$ cat config.mk
export PLATFORM = sky130hd
export DESIGN_NAME = msf_top
export DESIGN_NICKNAME = d
export VERILOG_FILES = /design/src/logic/msf_pkg.sv /design/src/logic/msf_strobe.sv /design/src/logic/msf_top.sv
export VERILOG_INCLUDE_DIRS = /design/src /design/src/logic
export SDC_FILE = /design/constraint.sdc
export NUM_CORES = 1
export LEC_CHECK = 0
export BUFFER_PORTS_ARGS = -buffer_cell sky130_fd_sc_hd__buf_2
export CAP_MARGIN = 20
export CORE_MARGIN = 2
export CORE_UTILIZATION = 45
export DETAILED_ROUTE_END_ITERATION = 7
export SYNTH_ARGS = -nofsm -noshare
export SYNTH_HDL_FRONTEND = slang
export SYNTH_HIERARCHICAL = 1
export SYNTH_SLANG_ARGS = --single-unit
$ cat constraint.sdc
create_clock -name core_clk -period 6.05 [get_ports core_clk]
set_input_delay 1.21 -clock core_clk [delete_from_list [all_inputs] [get_ports core_clk]]
set_output_delay 1.21 -clock core_clk [all_outputs]
set_load 0.005 [all_outputs]
$ cat src/logic/msf_defs.svh
// register indices, field positions, reset values and timing counts
`ifndef MSF_DEFS_SVH
`define MSF_DEFS_SVH
// ====================================================================
// register indices (byte address is four times the index)
`define MSF_IDX_SRDIV 8'h19
`define MSF_IDX_RFSEL 8'h1A
`define MSF_IDX_GYRO 8'h1B
`define MSF_IDX_ACC 8'h1C
`define MSF_IDX_ACC2 8'h1D
`define MSF_IDX_LP 8'h1E
`define MSF_IDX_GSTAT 8'h20
`define MSF_IDX_ASTAT 8'h21
// ====================================================================
// field positions
`define MSF_ST_X_BIT 7
`define MSF_ST_Y_BIT 6
`define MSF_ST_Z_BIT 5
`define MSF_FS_LSB 3
`define MSF_BYP_LSB 0
`define MSF_ACC_BYP_BIT 3
`define MSF_ACC_LPF_LSB 0
`define MSF_LP_EN_BIT 7
`define MSF_LP_RATE_LSB 0
`define MSF_STAT_BW_LSB 16
// ====================================================================
// reset values and writable masks
`define MSF_RST_CFG 8'h00
`define MSF_MASK_GYRO 8'hFB
`define MSF_MASK_ACC 8'hF8
`define MSF_MASK_ACC2 8'h0F
`define MSF_MASK_RFSEL 8'h07
`define MSF_MASK_LP 8'h8F
`define MSF_MASK_SRDIV 8'hFF
// ====================================================================
// timing: clock period and internal sample periods, in ns
`define MSF_CLK_NS 50
`define MSF_T32K_NS 31250
`define MSF_T8K_NS 125000
`define MSF_T4K_NS 250000
`define MSF_T1K_NS 1000000
`define MSF_LP_MAX_SEL 11
`endif

$ cat src/logic/msf_pkg.sv
// types shared by the motion sensor filter configuration block
package msf_pkg;
	// internal sample rate of a path
	typedef enum logic [1:0] {MSF_FS_32K, MSF_FS_8K, MSF_FS_4K, MSF_FS_1K} msf_rate_t;

	typedef struct packed {
		logic [31:0] cnt;
		logic [7:0] dec;
		logic tick;
	} msf_strobe_state_t;

	typedef struct packed {
		logic [7:0] gyroCfg;
		logic [7:0] accCfg;
		logic [7:0] accCfg2;
		logic [7:0] rfSel;
		logic [7:0] lpCfg;
		logic [7:0] srDiv;
		logic [31:0] prdata;
		logic pready;
		logic pslverr;
		logic [1:0] gyroRangeSel;
		logic [1:0] accelRangeSel;
		logic [2:0] gyroSelftest;
		logic [2:0] accelSelftest;
		logic gyroFilterOn;
		logic accelFilterOn;
		logic accelLowPower;
		logic [15:0] gyroBwHz;
		logic [15:0] accelBwHz;
	} msf_top_state_t;
endpackage

$ cat src/logic/msf_strobe.sv
// sample strobe divider with 1+n decimation
`timescale 1ns/10ps
module msf_strobe
	import msf_pkg::*;
(
	input wire logic core_clk,
	input wire logic rst_n,
	input wire logic enable,
	input wire logic [31:0] period,
	input wire logic [7:0] decim,
	output logic tick
);
	msf_strobe_state_t st, next_st;
	logic baseTick;

	// ================================================================
	// next state
	always_comb begin
		next_st = st;
		next_st.tick = 1'b0;
		baseTick = 1'b0;
		if (!enable) begin
			next_st.cnt = 32'h0000_0000;
			next_st.dec = 8'h00;
		end else if (st.cnt >= period - 32'h0000_0001) begin
			// >= so a shortened period never strands the counter
			next_st.cnt = 32'h0000_0000;
			baseTick = 1'b1;
		end else begin
			next_st.cnt = st.cnt + 32'h0000_0001;
		end
		// keep one base tick out of every 1+decim
		if (baseTick) begin
			if (st.dec >= decim) begin
				next_st.dec = 8'h00;
				next_st.tick = 1'b1;
			end else begin
				next_st.dec = st.dec + 8'h01;
			end
		end
	end

	// ================================================================
	// state register
	always_ff @(posedge core_clk or negedge rst_n) begin
		if (!rst_n) begin
			st <= '0;
		end else begin
			st <= next_st;
		end
	end

	assign tick = st.tick;
endmodule

$ cat src/logic/msf_top.sv
// gyro, temperature and accel range and filter configuration with APB access
//
// Function
// - gyro/temp filtered only when bypass field is 00
// - stored bypass field is inverse of filter select
// - gyro rate 32k, or 8k/1k by setting
// - gyro bandwidth from select and filter setting
// - gyro range code picks 250 to 2000 dps
// - accel range code picks 2g to 16g
// - accel bypass bit 3 is inverted select
// - accel lpf setting bits 2:0 when selected
// - accel normal rate 4k or 1k, bandwidths
// - output rate divided by one plus divider
// - low power duty-cycles accel, select forced 0
// - low power rates give 1.1 kHz bandwidth
// - divider only for gyro select 11, setting 1..6, or accel select 1
`timescale 1ns/10ps
`include "msf_defs.svh"
module msf_top
	import msf_pkg::*;
#(
	parameter int unsigned CYC_32K = `MSF_T32K_NS / `MSF_CLK_NS,
	parameter int unsigned CYC_8K = `MSF_T8K_NS / `MSF_CLK_NS,
	parameter int unsigned CYC_4K = `MSF_T4K_NS / `MSF_CLK_NS,
	parameter int unsigned CYC_1K = `MSF_T1K_NS / `MSF_CLK_NS
) (
	input wire logic core_clk,
	input wire logic rst_n,
	input wire logic psel,
	input wire logic penable,
	input wire logic pwrite,
	input wire logic [11:0] paddr,
	input wire logic [31:0] pwdata,
	input wire logic [3:0] pstrb,
	output logic [31:0] prdata,
	output logic pready,
	output logic pslverr,
	output logic [1:0] gyroRangeSel,
	output logic [1:0] accelRangeSel,
	output logic [2:0] gyroSelftest,
	output logic [2:0] accelSelftest,
	output logic gyroFilterOn,
	output logic accelFilterOn,
	output logic accelLowPower,
	output logic [15:0] gyroBwHz,
	output logic [15:0] accelBwHz,
	output logic gyroSampleTick,
	output logic accelSampleTick
);
	msf_top_state_t st, next_st;
	// settings decode
	logic [1:0] gyroSelNow;
	logic [2:0] rateSelNow;
	logic accSelNow;
	logic lpNow;
	logic [3:0] lpRateNow;
	msf_rate_t gyroRate;
	msf_rate_t accelRate;
	logic gyroDivOk;
	// strobe control
	logic [31:0] gyroPeriod;
	logic [31:0] accelPeriod;
	logic [7:0] gyroDecim;
	logic [7:0] accelDecim;
	// bus decode
	logic [7:0] wIdx;
	logic addrOk;
	logic wrHit;
	logic rdHit;
	logic [7:0] wrByte;
	logic gyroRestart;
	logic accelRestart;
	logic setup;
	logic access;
	logic [31:0] rdVal;

	// ================================================================
	// field decode helpers

	// self-test enables sit in bits 7:5 as X, Y, Z in both range words
	function automatic logic [2:0] selftestOf(input logic [7:0] cfg);
		selftestOf = {cfg[`MSF_ST_X_BIT], cfg[`MSF_ST_Y_BIT], cfg[`MSF_ST_Z_BIT]};
	endfunction

	// full-scale code shares bits 4:3 in both range words
	function automatic logic [1:0] rangeOf(input logic [7:0] cfg);
		rangeOf = cfg[`MSF_FS_LSB +: 2];
	endfunction

	// reserved low-power codes run at the fastest rate rather than stopping
	function automatic logic [3:0] lpCodeOf(input logic [7:0] cfg);
		if (cfg[`MSF_LP_RATE_LSB +: 4] > 4'(`MSF_LP_MAX_SEL)) begin
			lpCodeOf = 4'(`MSF_LP_MAX_SEL);
		end else begin
			lpCodeOf = cfg[`MSF_LP_RATE_LSB +: 4];
		end
	endfunction

	// logical select is the stored bypass field inverted
	function automatic logic [1:0] gyroSelect(input logic [7:0] cfg);
		gyroSelect = ~cfg[`MSF_BYP_LSB +: 2];
	endfunction

	// ================================================================
	// rate and bandwidth tables

	// the 1 kHz rate belongs to the averaging settings 1..6 only
	function automatic msf_rate_t gyroRateOf(input logic [1:0] fsel, input logic [2:0] rsel);
		if (fsel != 2'b11) begin
			gyroRateOf = MSF_FS_32K;
		end else if (rsel == 3'h0 || rsel == 3'h7) begin
			gyroRateOf = MSF_FS_8K;
		end else begin
			gyroRateOf = MSF_FS_1K;
		end
	endfunction

	// bandwidth in Hz, kept as a plain binary count
	function automatic logic [15:0] gyroBwOf(input logic [1:0] fsel, input logic [2:0] rsel);
		if (!fsel[0]) begin
			gyroBwOf = 16'h2260; // 8800 Hz
		end else if (!fsel[1]) begin
			gyroBwOf = 16'h0E10; // 3600 Hz
		end else begin
			unique case (rsel)
				3'h0: gyroBwOf = 16'h00FA; // 250
				3'h1: gyroBwOf = 16'h00B8; // 184
				3'h2: gyroBwOf = 16'h005C; // 92
				3'h3: gyroBwOf = 16'h0029; // 41
				3'h4: gyroBwOf = 16'h0014; // 20
				3'h5: gyroBwOf = 16'h000A; // 10
				3'h6: gyroBwOf = 16'h0005; // 5
				3'h7: gyroBwOf = 16'h0E10; // 3600
			endcase
		end
	endfunction

	// low power outranks the filter select for the reported bandwidth
	function automatic logic [15:0] accelBwOf(input logic lp, input logic sel,
			input logic [2:0] lpf);
		if (lp) begin
			accelBwOf = 16'h044C; // 1100 Hz in every low-power rate
		end else if (!sel) begin
			accelBwOf = 16'h046A; // 1130 Hz
		end else begin
			unique case (lpf)
				3'h0: accelBwOf = 16'h01CC; // 460
				3'h1: accelBwOf = 16'h00B8; // 184
				3'h2: accelBwOf = 16'h005C; // 92
				3'h3: accelBwOf = 16'h0029; // 41
				3'h4: accelBwOf = 16'h0014; // 20
				3'h5: accelBwOf = 16'h000A; // 10
				3'h6: accelBwOf = 16'h0005; // 5
				3'h7: accelBwOf = 16'h01CC; // 460
			endcase
		end
	endfunction

	// low power counts from the 1 kHz base; its rate code sets the duty cycle
	function automatic msf_rate_t accelRateOf(input logic lp, input logic sel);
		if (lp || sel) begin
			accelRateOf = MSF_FS_1K;
		end else begin
			accelRateOf = MSF_FS_4K;
		end
	endfunction

	// clock cycles per internal sample at each rate
	function automatic logic [31:0] periodOf(input msf_rate_t r);
		unique case (r)
			MSF_FS_32K: periodOf = 32'(CYC_32K);
			MSF_FS_8K: periodOf = 32'(CYC_8K);
			MSF_FS_4K: periodOf = 32'(CYC_4K);
			MSF_FS_1K: periodOf = 32'(CYC_1K);
		endcase
	endfunction

	// ================================================================
	// bus helpers

	// only the six settings words and the two status words answer cleanly
	function automatic logic idxMapped(input logic [7:0] idx);
		unique case (idx)
			`MSF_IDX_SRDIV, `MSF_IDX_RFSEL, `MSF_IDX_GYRO: idxMapped = 1'b1;
			`MSF_IDX_ACC, `MSF_IDX_ACC2, `MSF_IDX_LP: idxMapped = 1'b1;
			`MSF_IDX_GSTAT, `MSF_IDX_ASTAT: idxMapped = 1'b1;
			default: idxMapped = 1'b0;
		endcase
	endfunction

	// writable bits per settings word; reserved bits never reach the store
	function automatic logic [7:0] maskOf(input logic [7:0] idx);
		unique case (idx)
			`MSF_IDX_SRDIV: maskOf = `MSF_MASK_SRDIV;
			`MSF_IDX_RFSEL: maskOf = `MSF_MASK_RFSEL;
			`MSF_IDX_GYRO: maskOf = `MSF_MASK_GYRO;
			`MSF_IDX_ACC: maskOf = `MSF_MASK_ACC;
			`MSF_IDX_ACC2: maskOf = `MSF_MASK_ACC2;
			`MSF_IDX_LP: maskOf = `MSF_MASK_LP;
			default: maskOf = 8'h00;
		endcase
	endfunction

	// ================================================================
	// live settings, taken from the stored registers
	always_comb begin
		gyroSelNow = gyroSelect(st.gyroCfg);
		rateSelNow = st.rfSel[2:0];
		lpNow = st.lpCfg[`MSF_LP_EN_BIT];
		lpRateNow = lpCodeOf(st.lpCfg);
		// low power forces the unfiltered accel path
		accSelNow = lpNow ? 1'b0 : ~st.accCfg2[`MSF_ACC_BYP_BIT];
		gyroRate = gyroRateOf(gyroSelNow, rateSelNow);
		accelRate = accelRateOf(lpNow, accSelNow);
		gyroDivOk = (gyroSelNow == 2'b11) && (rateSelNow != 3'h0)
			&& (rateSelNow != 3'h7);
	end

	// ================================================================
	// strobe periods and decimation
	always_comb begin
		gyroPeriod = periodOf(gyroRate);
		gyroDecim = gyroDivOk ? st.srDiv : 8'h00;
		if (lpNow) begin
			// low-power rates halve per code step down from 1 kHz
			accelPeriod = 32'(CYC_1K) << (4'(`MSF_LP_MAX_SEL) - lpRateNow);
			accelDecim = 8'h00;
		end else begin
			accelPeriod = periodOf(accelRate);
			// accel divider only on the 1 kHz filtered path
			accelDecim = accSelNow ? st.srDiv : 8'h00;
		end
	end

	// ================================================================
	// APB decode
	always_comb begin
		setup = psel && !penable;
		access = psel && penable;
		wIdx = paddr[9:2];
		addrOk = (paddr[11:10] == 2'b00) && (paddr[1:0] == 2'b00)
			&& idxMapped(wIdx);
		// read data launches from setup so it stands in the access cycle
		rdHit = setup && !pwrite && addrOk;
		// a write lands only in the access cycle that ready answers
		wrHit = access && st.pready && pwrite && addrOk && pstrb[0];
		wrByte = pwdata[7:0] & maskOf(wIdx);
		// a rate write parks its strobe for a cycle so the next interval is whole
		gyroRestart = wrHit && (wIdx == `MSF_IDX_GYRO || wIdx == `MSF_IDX_RFSEL
			|| wIdx == `MSF_IDX_SRDIV);
		accelRestart = wrHit && (wIdx == `MSF_IDX_ACC2 || wIdx == `MSF_IDX_LP
			|| wIdx == `MSF_IDX_SRDIV);
		rdVal = 32'h0000_0000;
		// reserved bits are never stored, so they read as zero
		unique case (wIdx)
			`MSF_IDX_SRDIV: rdVal[7:0] = st.srDiv;
			`MSF_IDX_RFSEL: rdVal[7:0] = st.rfSel;
			`MSF_IDX_GYRO: rdVal[7:0] = st.gyroCfg;
			`MSF_IDX_ACC: rdVal[7:0] = st.accCfg;
			`MSF_IDX_ACC2: rdVal[7:0] = st.accCfg2;
			`MSF_IDX_LP: rdVal[7:0] = st.lpCfg;
			`MSF_IDX_GSTAT: begin
				rdVal[`MSF_STAT_BW_LSB +: 16] = st.gyroBwHz;
				rdVal[1:0] = gyroRate;
				rdVal[2] = st.gyroFilterOn;
				rdVal[3] = gyroDivOk;
			end
			`MSF_IDX_ASTAT: begin
				rdVal[`MSF_STAT_BW_LSB +: 16] = st.accelBwHz;
				rdVal[1:0] = lpNow ? MSF_FS_1K : accelRate;
				rdVal[2] = st.accelFilterOn;
				rdVal[3] = st.accelLowPower;
			end
			default: rdVal = 32'h0000_0000;
		endcase
	end

	// ================================================================
	// next state: bus answer, register writes, decoded outputs
	always_comb begin
		next_st = st;
		// zero wait states: ready is raised for the access cycle only
		next_st.pready = setup;
		next_st.pslverr = setup && !addrOk;
		next_st.prdata = rdHit ? rdVal : 32'h0000_0000;
		// a write lands at the access edge, low byte lane only
		if (wrHit) begin
			unique case (wIdx)
				`MSF_IDX_SRDIV: next_st.srDiv = wrByte;
				`MSF_IDX_RFSEL: next_st.rfSel = wrByte;
				`MSF_IDX_GYRO: next_st.gyroCfg = wrByte;
				`MSF_IDX_ACC: next_st.accCfg = wrByte;
				`MSF_IDX_ACC2: next_st.accCfg2 = wrByte;
				`MSF_IDX_LP: next_st.lpCfg = wrByte;
				default: next_st.srDiv = st.srDiv;
			endcase
		end
		// outputs follow the stored settings one cycle later
		next_st.gyroRangeSel = rangeOf(st.gyroCfg);
		next_st.accelRangeSel = rangeOf(st.accCfg);
		next_st.gyroSelftest = selftestOf(st.gyroCfg);
		next_st.accelSelftest = selftestOf(st.accCfg);
		next_st.gyroFilterOn = (st.gyroCfg[`MSF_BYP_LSB +: 2] == 2'b00);
		next_st.accelFilterOn = accSelNow;
		next_st.accelLowPower = lpNow;
		next_st.gyroBwHz = gyroBwOf(gyroSelNow, rateSelNow);
		next_st.accelBwHz = accelBwOf(lpNow, accSelNow,
			st.accCfg2[`MSF_ACC_LPF_LSB +: 3]);
	end

	// ================================================================
	// state register
	always_ff @(posedge core_clk or negedge rst_n) begin
		if (!rst_n) begin
			st <= '0;
		end else begin
			st <= next_st;
		end
	end

	// ================================================================
	// sample strobes; a rate write holds the counter at zero for one
	// cycle, so the first interval at the new setting is a whole one
	msf_strobe u_gyro_strobe (
		.core_clk(core_clk),
		.rst_n(rst_n),
		.enable(!gyroRestart),
		.period(gyroPeriod),
		.decim(gyroDecim),
		.tick(gyroSampleTick)
	);

	msf_strobe u_accel_strobe (
		.core_clk(core_clk),
		.rst_n(rst_n),
		.enable(!accelRestart),
		.period(accelPeriod),
		.decim(accelDecim),
		.tick(accelSampleTick)
	);

	// ================================================================
	// outputs straight from the state register
	assign prdata = st.prdata;
	assign pready = st.pready;
	assign pslverr = st.pslverr;
	assign gyroRangeSel = st.gyroRangeSel;
	assign accelRangeSel = st.accelRangeSel;
	assign gyroSelftest = st.gyroSelftest;
	assign accelSelftest = st.accelSelftest;
	assign gyroFilterOn = st.gyroFilterOn;
	assign accelFilterOn = st.accelFilterOn;
	assign accelLowPower = st.accelLowPower;
	assign gyroBwHz = st.gyroBwHz;
	assign accelBwHz = st.accelBwHz;
endmodule

* Word level (Yosys, flattened, before mapping) *
Memories as Yosys holds them, arrays and structs flattened.
Index checks and enable logic that the tools add are counted.

word-level totals
  output and inout port bits = 81
  bits in read-only memories = 160
  memories kept = 2
  bits in writable memories = 0
  logic and storage cells = 138
  latch bits = 0
  input port bits = 53
  register bits = 209

operators by class
  mux-type cells = 38
  divide/modulo/power cells = 0
  shift operators = 1
  magnitude comparators = 5
  bitwise operators = 3
  multiply operators = 0
  reductions and logical operators = 40
  equal/unequal tests = 18
  $add $sub $neg = 7

memories
  name              depth  bits a word  rd ports  clocked after memory_dff  write ports  RTL line        source
  (name not given)  8      11           1         0                         0            msf_top.sv:125  unique case (rsel)
  (name not given)  8      9            1         0                         0            msf_top.sv:146  unique case (lpf)

operator list
  kind                     number
  $pmux W32 S4             2
  $mux W32                 6
  $add A32 B1 Y32 const B  2
  $ge A32 B32 Y1           2
  $mux W16                 4
  $sub A32 B1 Y32 const B  2
  $mux W8                  7
  $eq A8 B5 Y1 const B     6
  $pmux W8 S6              1
  $pmux W16 S2             1
  $pmux W4 S8              1
  $shl A15 B4 Y32 const A  1
  $pmux W4 S6              1
  $mux W9                  2
  $add A8 B1 Y8 const B    2
  $eq A8 B6 Y1 const B     2
  $ge A8 B8 Y1             2
  $logic_and A1 B1 Y1      15
  $reduce_and A2 Y1        6
  $eq A2 B2 Y1 const B     5
  $logic_not A2 Y1         5
  $mux W1                  9
  $and A8 B8 Y8            1
  $reduce_or A8 Y1         1
  15 further kinds         26

* Logic depth before layout (Yosys ltp) *
Gate-level depths: netlist (run 1).

  depth in word-level cells = 12
  mapped depth = 24
  gate-level depth less buffers = 22

* Modules after synthesis *
Netlist (run 1), hierarchy kept.

modules (own cells, without submodules)
  module                        cells each  area each (um^2)  times used  sequential area each (um^2)
  msf_top                       580         5868.1            1           2627.5
  msf_strobe at u_gyro_strobe   383         3402.0            1           1026.0
  msf_strobe at u_accel_strobe  380         3395.8            1           1026.0

* Least setup slack after synthesis (run 1) *
Ideal clock, no wire load.

  path type = reg2reg
  from = register st[89] (netlist bit)
  to = register u_accel_strobe/st[8] (netlist bit)
  slack = 1096 ps
  buffers on the path = 2
  setup time = 83 ps
  stages on the path, launching flop included = 23
  period minus slack after synthesis = 4954 ps
  required time = 5967 ps
  arrival = 4872 ps
  cells stage by stage = dfrtp_1 -> clkbuf_1 -> inv_1 -> o21ai_0 -> inv_1 -> ha_1 -> a31o_2 -> or4_4 -> nor3_4 -> and2b_2 -> nand3_1 -> or4_4 -> nor4_4 -> xnor2_1 -> ha_1 -> nand4_1 -> inv_1 -> a221oi_1 -> o31ai_1 -> a21oi_2 -> buf_2 -> a21oi_1 -> o22ai_1

between the ends
  longest elaborated chain between the ends = 10
  elaborated cells between the ends (all ways) = 11
  classes of those cells = add/sub: 2; order compare: 2; shift: 1; mux: 5; reduce/logical: 1

RTL lines
  element                                        RTL line          source
  from (decl)                                    msf_top.sv:50     msf_top_state_t st, next_st;
  from (signal assigned)                         msf_top.sv:317    st <= next_st;
  $gt A4 B4 Y1                                   msf_top.sv:92     if (cfg[`MSF_LP_RATE_LSB +: 4] > 4'(`MSF_LP_MAX_SEL)) begin
  $mux W4 (*)                                    msf_top.sv:92
  $sub A4 B4 Y4 (*)                              msf_top.sv:226    accelPeriod = 32'(CYC_1K) << (4'(`MSF_LP_MAX_SEL) - lpRateNow);
  $shl A15 B4 Y32 (*)                            msf_top.sv:226
  $mux W32 (*)                                   msf_top.sv:224    if (lpNow) begin
  named net accelPeriod[8]                       msf_top.sv:62     logic [31:0] accelPeriod;
  $sub A32 B1 Y32 (*)                            msf_strobe.sv:25  end else if (st.cnt >= period - 32'h0000_0001) begin
  $ge A32 B32 Y1 (*)                             msf_strobe.sv:25
  $mux W1 (*)                                    msf_strobe.sv:25
  $mux W1 (*)                                    msf_strobe.sv:22  if (!enable) begin
  $mux W9 or $reduce_bool A2 Y1 (tied branches)  --
  to (signal assigned)                           msf_strobe.sv:49  st <= next_st;
  to (decl)                                      msf_strobe.sv:13  msf_strobe_state_t st, next_st;

The timed path passes the listed nets; every way through them passes the cells marked *.
A chain may end at the register's enable or synchronous reset.

==> results of run 1 <==
-- stage by stage --
step	area [um2]	power [mW]	hold WS, ns	setup slack (ns)
after floorplan	13100	1.87	0.352	1.10
after global placement	13400	2.01	0.390	0.732
after detailed placement	13400	2.03	0.396	0.615
after CTS	13900	3.16	0.412	0.579
after global routing	13900	3.32	0.423	0.0423
final	13900	3.13	0.414	0.621
-- area by class of cell --
| class | instances | area (um2) |
|---|---|---|
| multi-input cells | 1090 | 7420 |
| clock buffers | 17 | 425 |
| repair buffers | 107 | 599 |
| inverters | 51 | 191 |
| fillers | 2635 | 13800 |
| clock inverters | 14 | 151 |
| well taps | 378 | 473 |
| flip-flops and latches | 187 | 4680 |
-- how the worst min path moves through the flow --
stage                                  startpoint                         to  cells after the start
after CTS                 next_st[38]$_DFFE_PN0P_  gyroSelftest[0]$_DFF_PN0_                      0
after detailed placement  next_st[38]$_DFFE_PN0P_  gyroSelftest[0]$_DFF_PN0_                      0
after global routing      next_st[38]$_DFFE_PN0P_  gyroSelftest[0]$_DFF_PN0_                      0
after global placement    next_st[44]$_DFFE_PN0P_  gyroRangeSel[1]$_DFF_PN0_                      0
after floorplan               st[119]$_DFFE_PN0P_     gyroBwHz[13]$_DFF_PN0_                      0
final                     next_st[43]$_DFFE_PN0P_  gyroRangeSel[0]$_DFF_PN0_                      0
-- where the power goes --
part           internal (mW)  leakage (nW)  switching [mW]
Combinational          0.231          3.85           0.297
Clock                  0.583         0.282           0.536
Sequential              1.35          2.43           0.133
Total                   2.16          6.56           0.966
-- flip-flops by register name, indices dropped and copies added (netlist names), 3 cells and up --
register,cells
prdata,21
rateSelNow,3
accelBwHz,10
accelSelftest,3
u_accel_strobe/st,40
u_gyro_strobe/st,40
st,34
gyroSelftest,3
gyroBwHz,11
next_st,10
-- metal layers --
layer  vias to the layer above  part of all wire  track usage
li1                       4780                 -            -
met1                      4656              0.48        0.266
met2                       186              0.46        0.326
met3                        33             0.038       0.0338
met4                         0             0.025       0.0691
met5                         -                 0            0
-- timing repair --
| item | in CTS | in global routing |
|---|---|---|
| gates resized for setup | 0 | 1 |
| hold buffers | 0 | 0 |
| setup endpoints to repair | 0 | 4 |
-- cells in the final DEF, fill, tap and decap left out, types with 8 or more instances in the layout --
cell type,count
nor3_1,29
nor4_1,8
o21ai_0,33
a21o_1,14
buf_4,22
nand3b_1,17
buf_2,84
nand3_1,43
o31ai_1,15
inv_1,51
ha_1,100
a31oi_1,8
a22oi_1,9
and2_1,31
nor2b_1,18
nand2b_1,15
nor2_1,136
o211ai_1,14
mux2i_1,30
and4_1,12
clkbuf_16,17
nand4_1,31
xor2_1,54
and3_1,29
conb_1,111
xnor2_1,66
dfrtp_1,187
nor2_2,11
nand2_1,80
a21oi_1,43
-- cells by family (layout without fill, tap and decap cells) --
group                      count (synthesis)  count (layout)
and+or+nand+nor                          524             524
muxes                                     41              41
other                                      1             111
xor gates and xnor gates                 120             120
adders and majority gates                100             100
AOI/OAI and AO/OA                        194             194
DFF                                      187             187
buffers and inverters                    176             189
==> results.ini, run 1 <==
[outcome]
outcome=complete, no violations

[drt]
vias_per_cell=5.24
wl_um=28400
wire_per_inst_um=15.4
vias=9655
drtIter0Drc=529
ant_nets=0
drt_first_pass_iters=5
drc=0

[hold_path]
min_path_type=reg2reg

[setup_path]
arrival_ns=5.80
cp_top_family=compound AO/OA/AOI/OAI gates
path_max_fanout=30
critPathSlowestCell=or3_1
start_kind=flop
cpPeakStageDelay_ns=0.47
path_buf_inv=3
crit_chain=inv_1 -> o21ai_0 -> inv_1 -> ha_1 -> a21oi_1 -> a21o_1 -> a21oi_1 -> or3_1 -> nor4_2 -> nand4_1 -> nor3_2 -> nand2b_1 -> nor4_1 -> xnor2_1 -> ha_1 -> a21oi_1 -> o21ai_0 -> a221oi_1 -> o31ai_1 -> a21oi_2 -> nand2_1 -> buf_4 -> nor2_1
regToRegEndpoint=u_accel_strobe/st[38]$_DFF_PN0_
path_depth=23
critPathRequiredTime_ns=6.42
crit_path_end=u_accel_strobe/st[38]$_DFF_PN0_
worst_r2r_path_depth=23
reg2reg_slack_ns=0.62
crit_type=reg2reg
crit_start=st[90]$_DFFE_PN0P_
cpMostUsedCell=a21oi_1
endpoint_kind=flop
r2r_start=st[90]$_DFFE_PN0P_

[floorplan]
initial_core_util=0.456
rows=61
ios=134
core-area_um2=27800
die_w_um=172
dieArea_um2=29500
die_h_um=172

[clocking]
clk_latency_ns=0.44
cts_tree=yes
clock_tree.root_cell=clkbuf_16
clock_sink_count=187
clkTransAtPathRegs_ns=0.07
post_cts_buffers=0
clockBufferDepth=2
htree_levels=4
cts_made_buffers=17

[sta]
grt_setup_unrepaired=false
finalSetupViolCount=0
clock.fmax_ghz=0.184
worst_slew_pin_slew_ns=0.883
hold_violations=0
finalMaxSlewViolations=0
setup_tns_ns=0
relSlewSlack=0.408
finClkSkew_ns=0.0133
min_period_ns=5.43
fin_crit_sh=0.897

[yosys]
yosysWarningCount=6
synthFlopType=dfrtp_1
synth_top_family_by_area=simple AND/OR/NAND/NOR gates
synth-simple-area-share=0.233
synth_cell_types=81
ys_ff_latch=187
synth_area_per_cell_um2=9.43
yosys.area.top_type_share=0.369
yosysMostFrequentCell=dfrtp_1
synthAdderAreaFrac=0.0988
synthMuxAreaShare=0.0344
syn_inst=1343
synth_compound_area_frac=0.104
synth-xor-area-share=0.0830
syn-cell-area_um2=12700
synthTopCellsByArea=dfrtp_1 (37%), ha_1 (9.9%), buf_4 (4.6%)
ys_top_cells_by_count=dfrtp_1 (187), nor2_1 (137), ha_1 (100), nand2_1 (80), buf_4 (77)
ys_seq_area_frac=0.369
netlist.top_cell.by_area=dfrtp_1
synth-edff-count=0
postSynth.asyncResetShare=1.00

[final_layout]
area_growth_pct=10.1
fin_cells=1844
finish.utilization=0.502
layout-drive-gt1-share=0.139
final_nets=1607
diodes=0

[pwr]
peakVddDrop_mv=0.129
power-per-cell-area_nw_per_um2=224
p_leak_nw=6.56

[grt]
grt_max_degree=94
grt_pass1_vias=9304
gr-total-overflow=0
grt_pass1_wl_um=47100
antenna_found_initial=0
globalRouteTotalUtil=0.199

[place]
place_congestion=0.858
place_hpwl_um=20700
io_buffers=85
place_inst=1813

[flow_run]
cap_violations=0

Note: power is estimated with default switching activity, not from simulation.
==> run 2, diff against run 1 <==
CORE_MARGIN = not set   (was 2)
==> run 2 against run 1 <==
  * Non-clock buffer count is 3 lower
  * Clock-buffer cell count is 1 higher
  * Power is 1.2% higher
  * Sequential power hardly changed
  * Final cell count is 0.11% lower
  * Register-to-register slack worse by 0.097 ns
  * Hold slack worse by 0.017 ns
  * Wire length is 0.71% lower
  * Die area is 2.3% lower
  * Combinational power hardly changed
  * Final area is 0.11% higher
==> results.ini, run 2 (same netlist as run 1, synthesis figures left out) <==
[outcome]
outcome=complete, no violations

[floorplan]
core-area_um2=27700
dieArea_um2=28800
initial_core_util=0.457
die_w_um=170
die_h_um=170
rows=61
ios=134

[drt]
drt_first_pass_iters=5
vias=9525
drtIter0Drc=702
wl_um=28200
vias_per_cell=5.17
wire_per_inst_um=15.3
ant_nets=0
drc=0

[sta]
relSlewSlack=0.371
hold_ws_ns=0.397
finalSetupViolCount=0
finalMaxSlewViolations=0
grt_setup_unrepaired=false
setup_tns_ns=0
hold_violations=0
clock.fmax_ghz=0.181
worst_slew_pin_slew_ns=0.939
finClkSkew_ns=0.0137
fin_crit_sh=0.913
min_period_ns=5.53

[grt]
antenna_found_initial=0
grt_max_degree=70
grt_pass1_vias=9246
met1_usage=0.276
gr-total-overflow=0
busiest_layer=met2
use_met2=0.336
grt_util_met3=0.0317
globalRouteTotalUtil=0.205
grt_pass1_wl_um=47100

[final_layout]
diodes=0
area_growth_pct=10.2
final_cell_mix=dfrtp_1 (187), nor2_1 (137), conb_1 (111)
fin_cells=1842
largest_registers=u_accel_strobe/st (40), u_gyro_strobe/st (40), st (34)
final_common_cell=dfrtp_1
finish.utilization=0.504
num-fill-cells=2601
layout-drive-gt1-share=0.138
final_nets=1604

[clocking]
htree_levels=4
clkTransAtPathRegs_ns=0.08
post_cts_buffers=0
clk_latency_ns=0.44
postCtsHoldBufs=0
clock_tree.root_cell=clkbuf_16
clockBufferDepth=2
cts_tree=yes
cts_made_buffers=17
clock_sink_count=187

[setup_path]
path_max_fanout=14
start_kind=flop
critPathSlowestCell=or4_1
critPathRequiredTime_ns=6.36
endpoint_kind=flop
crit_type=reg2reg
crit_chain=inv_1 -> ha_1 -> mux2i_2 -> nand2b_1 -> inv_1 -> or4_1 -> nor2_1 -> nand2_1 -> or4_4 -> nor4_2 -> xnor2_1 -> ha_1 -> a21oi_1 -> o21ai_0 -> a221oi_1 -> o31ai_1 -> a21oi_2 -> buf_4 -> nand2b_1 -> o21ai_0
arrival_ns=5.84
cpPeakStageDelay_ns=0.60

[place]
io_buffers=85
place_inst=1810
place_congestion=0.839
place_hpwl_um=20600

[pwr]
power-per-cell-area_nw_per_um2=227
p_total_mw=3.16
p_leak_nw=6.55
peakVddDrop_mv=0.135

[flow_run]
cap_violations=0

[hold_path]
min_path_type=reg2reg

==> run 2: timing repair <==
| action | 4_1_cts | 5_1_grt |
|---|---|---|
| endpoints found under the hold margin | 0 | 0 |
| endpoints found under the setup margin | 0 | 47 |
| gates resized for setup | 0 | 3 |
==> run 2: path summary, 6_finish.rpt <==
| path | start | endpoint | slack [ns] | cells past startpoint |
|---|---|---|---|---|
| max in group asynchronous | rst_n | u_accel_strobe/st[19]$_DFF_PN0_ | 4.06 | 2 |
| worst max register to register | rateSelNow[1]$_DFFE_PN0P_ | u_gyro_strobe/st[4]$_DFFE_PN0P_ | 0.52 | 20 |
| worst min-delay path | next_st[38]$_DFFE_PN0P_ | gyroSelftest[0]$_DFF_PN0_ | 0.40 | 0 |
| min in group asynchronous | rst_n | u_gyro_strobe/st[6]$_DFFE_PN0P_ | 0.78 | 1 |
| worst min register to register | next_st[38]$_DFFE_PN0P_ | gyroSelftest[0]$_DFF_PN0_ | 0.40 | 0 |
| worst max-delay path | rateSelNow[1]$_DFFE_PN0P_ | u_gyro_strobe/st[4]$_DFFE_PN0P_ | 0.52 | 20 |
==> run 2: power by group <==
group	switching, mW	internal (mW)	total, mW
registers	0.130	1.35	1.48
clock network	0.564	0.596	1.16
logic	0.298	0.231	0.528
==> run 2: worst max-delay path, delay by kind of cell (launching register included) <==
| kind | cells | cell delay [ns] |
|---|---|---|
| AOI/OAI and AO/OA | 6 | 1.12 |
| xor gates and xnor gates | 1 | 0.11 |
| adders and majority gates | 2 | 0.55 |
| buffers and inverters | 3 | 0.61 |
| DFF | 1 | 0.48 |
| muxes | 1 | 0.36 |
| and+or+nand+nor | 7 | 2.15 |
==> run 2: through the flow <==
stage	worst slack (ns)	instance area, um2
2_1_floorplan	1.10	13100
4_1_cts	0.447	13900
3_3_place_gp	0.541	13300
6_report	0.524	14000
3_5_place_dp	0.474	13300
5_1_grt	0.0151	14000
==> run 2: cell type report <==
class                   count  area (um2)  area share
clock buffers              18         429      0.0308
flip-flops and latches    187        4680       0.335
clock inverters            14         178      0.0127
inverters                  51         191      0.0137
repair buffers            104         577      0.0413
well taps                 378         473      0.0339
multi-input cells        1090        7430       0.532
==> run 2: layer usage <==
layer	up-vias	wire length (um)
li1	4756	-
met1	4534	13500
met2	207	13100
met3	28	1060
met4	0	471
met5	-	0
==> run 3, diff against run 2 <==
CORE_UTILIZATION = 60   (was 45)
PLACE_DENSITY = 0.81   (was not set)
SKIP_LAST_GASP = 1   (was not set)
==> run 3 against run 2 <==
  * Setup slack improved by 0.045 ns
  * Final area fell by 1.5%
  * Register-to-register slack improved by 0.04 ns
  * Hold slack improved by 0.017 ns
  * Fmax rose by 0.82%
  * Die area fell by 25%
  * Global-route usage rose by 6.1 points
  * First-iteration DRC count fell by 8.0%
  * Critical path depth rose by 1
  * Clock power barely moved
==> results.ini, run 3 (same netlist as run 1, synthesis figures left out) <==
[sta]
finalSetupViolCount=0
finClkSkew_ns=0.0123
worst_slew_pin_slew_ns=0.894
fin_crit_sh=0.906
min_period_ns=5.48
grt_setup_unrepaired=false
hold_ws_ns=0.414
clock.fmax_ghz=0.182
finalMaxSlewViolations=0
setup_tns_ns=0
relSlewSlack=0.401
hold_violations=0

[clocking]
cts_made_buffers=17
cts_tree=yes
clk_latency_ns=0.45
htree_levels=4
post_cts_buffers=0
clock_tree.root_cell=clkbuf_16
clkTransAtPathRegs_ns=0.07
clock_sink_count=187
clockBufferDepth=2

[final_layout]
regArea_um2=4680
layout-drive-gt1-share=0.134
finish.utilization=0.671
multi_input_area_um2=7420
final_nets=1598
final_cell_mix=dfrtp_1 (187), nor2_1 (137), conb_1 (111)
final_common_cell=dfrtp_1
area_growth_pct=8.57
largest_registers=u_accel_strobe/st (40), u_gyro_strobe/st (40), st (34)
diodes=0
num-fill-cells=1539

[floorplan]
initial_core_util=0.618
dieArea_um2=21700
rows=52
die_w_um=147
ios=134
core-area_um2=20500
die_h_um=147

[pwr]
power-per-cell-area_nw_per_um2=229
share_clk_of_total_power=0.359
swShare=0.321
seqPwrFrac=0.470
peakVddDrop_mv=0.169
switching_power_mw=1.01
p_leak_nw=6.52
pwr-share-comb=0.171
p_int_mw=2.14

[place]
place_congestion=0.936
place_hpwl_um=20200
io_buffers=85

[hold_path]
min_path_cells=0
min_from=next_st[40]$_DFFE_PN0P_
hold_end=gyroSelftest[2]$_DFF_PN0_
min_path_type=reg2reg

[drt]
met2_length_um=13600
wire_per_inst_um=16.2
drtIter0Drc=646
highest_layer=met4
drc=0
drt_first_pass_iters=5
met3_length_um=1370
drt-met1-wl_um=12300
vias_per_cell=5.70
wl_um=28000
vias=9850
ant_nets=0

[setup_path]
crit_start=rateSelNow[0]$_DFFE_PN0P_
regToRegEndpoint=u_gyro_strobe/st[7]$_DFFE_PN0P_
r2r_start=rateSelNow[0]$_DFFE_PN0P_
path_max_fanout=14
arrival_ns=5.81
endpoint_kind=flop
crit_type=reg2reg
worst_r2r_path_depth=21
critPathRequiredTime_ns=6.38
reg2reg_slack_ns=0.57
start_kind=flop

[flow_run]
cap_violations=0

[grt]
grt_pass1_vias=9505
gr-total-overflow=0
grt_pass1_wl_um=46700
grt_max_degree=82
antenna_found_initial=0
globalRouteTotalUtil=0.266

[outcome]
outcome=complete, no violations

==> run 3: how the worst max path moves through the flow <==
stage | endpoint | slack [ns] | depth (start not counted)
after floorplan | u_accel_strobe/st[8]$_DFFE_PN0P_ | 1.10 | 22
after global placement | u_gyro_strobe/st[1]$_DFFE_PN0P_ | 0.77 | 19
after detailed placement | u_gyro_strobe/st[1]$_DFFE_PN0P_ | 0.63 | 19
after CTS | u_gyro_strobe/st[1]$_DFFE_PN0P_ | 0.58 | 19
after global routing | u_accel_strobe/st[21]$_DFF_PN0_ | 0.17 | 24
final | u_gyro_strobe/st[7]$_DFFE_PN0P_ | 0.57 | 21
==> run 3: timing repair <==
item	in CTS	in global routing
setup endpoints to repair	0	7
hold buffers	0	0
gates resized for setup	0	1
==> run 3: metal layers <==
metal | global-route usage | up-vias
met3 | 0.0404 | 67
li1 | - | 4757
met5 | 0 | -
met4 | 0.0985 | 0
met2 | 0.447 | 313
met1 | 0.347 | 4713
==> run 3: power groups by stage <==
| stage | Clock (mW) | Sequential (mW) | Combinational (mW) |
|---|---|---|---|
| after floorplan | 0 | 1.46 | 0.406 |
| after global placement | 0 | 1.50 | 0.497 |
| after detailed placement | 0 | 1.50 | 0.531 |
| after CTS | 1.14 | 1.48 | 0.538 |
| after global routing | 1.18 | 1.50 | 0.622 |
| final | 1.13 | 1.48 | 0.539 |
==> run 3: metrics by stage <==
| step | total power [mW] | std cells | setup slack [ns] | cell area, um2 |
|---|---|---|---|---|
| finish | 3.15 | 1728 | 0.569 | 13800 |
| global route | 3.30 | 1728 | 0.168 | 13800 |
| floorplan | 1.87 | 1453 | 1.10 | 13100 |
| CTS | 3.15 | 1728 | 0.575 | 13800 |
| global placement | 1.99 | 1696 | 0.769 | 13200 |
| detailed placement | 2.03 | 1696 | 0.629 | 13200 |
==> run 3: worst max-delay path: stages, from the launching register on <==
cell	delay (ns)
dfrtp_1	0.46
inv_1	0.12
ha_1	0.24
mux2i_1	0.35
nand2b_1	0.33
inv_1	0.26
nor4_1	0.43
nand2_1	0.24
nor2_1	0.24
nand2_1	0.15
or4_4	0.48
nor3_2	0.14
xnor2_1	0.10
ha_1	0.29
a21o_1	0.18
a21o_1	0.17
a221oi_1	0.25
o31ai_1	0.14
a21oi_2	0.20
buf_4	0.23
nand2b_1	0.22
o22ai_1	0.12
==> run 3: final cells by class <==
type,instances,area share
clock buffers,17,0.0309
inverters,51,0.0139
flip-flops and latches,187,0.340
well taps,270,0.0246
repair buffers,98,0.0387
clock inverters,15,0.0122
multi-input cells,1090,0.539
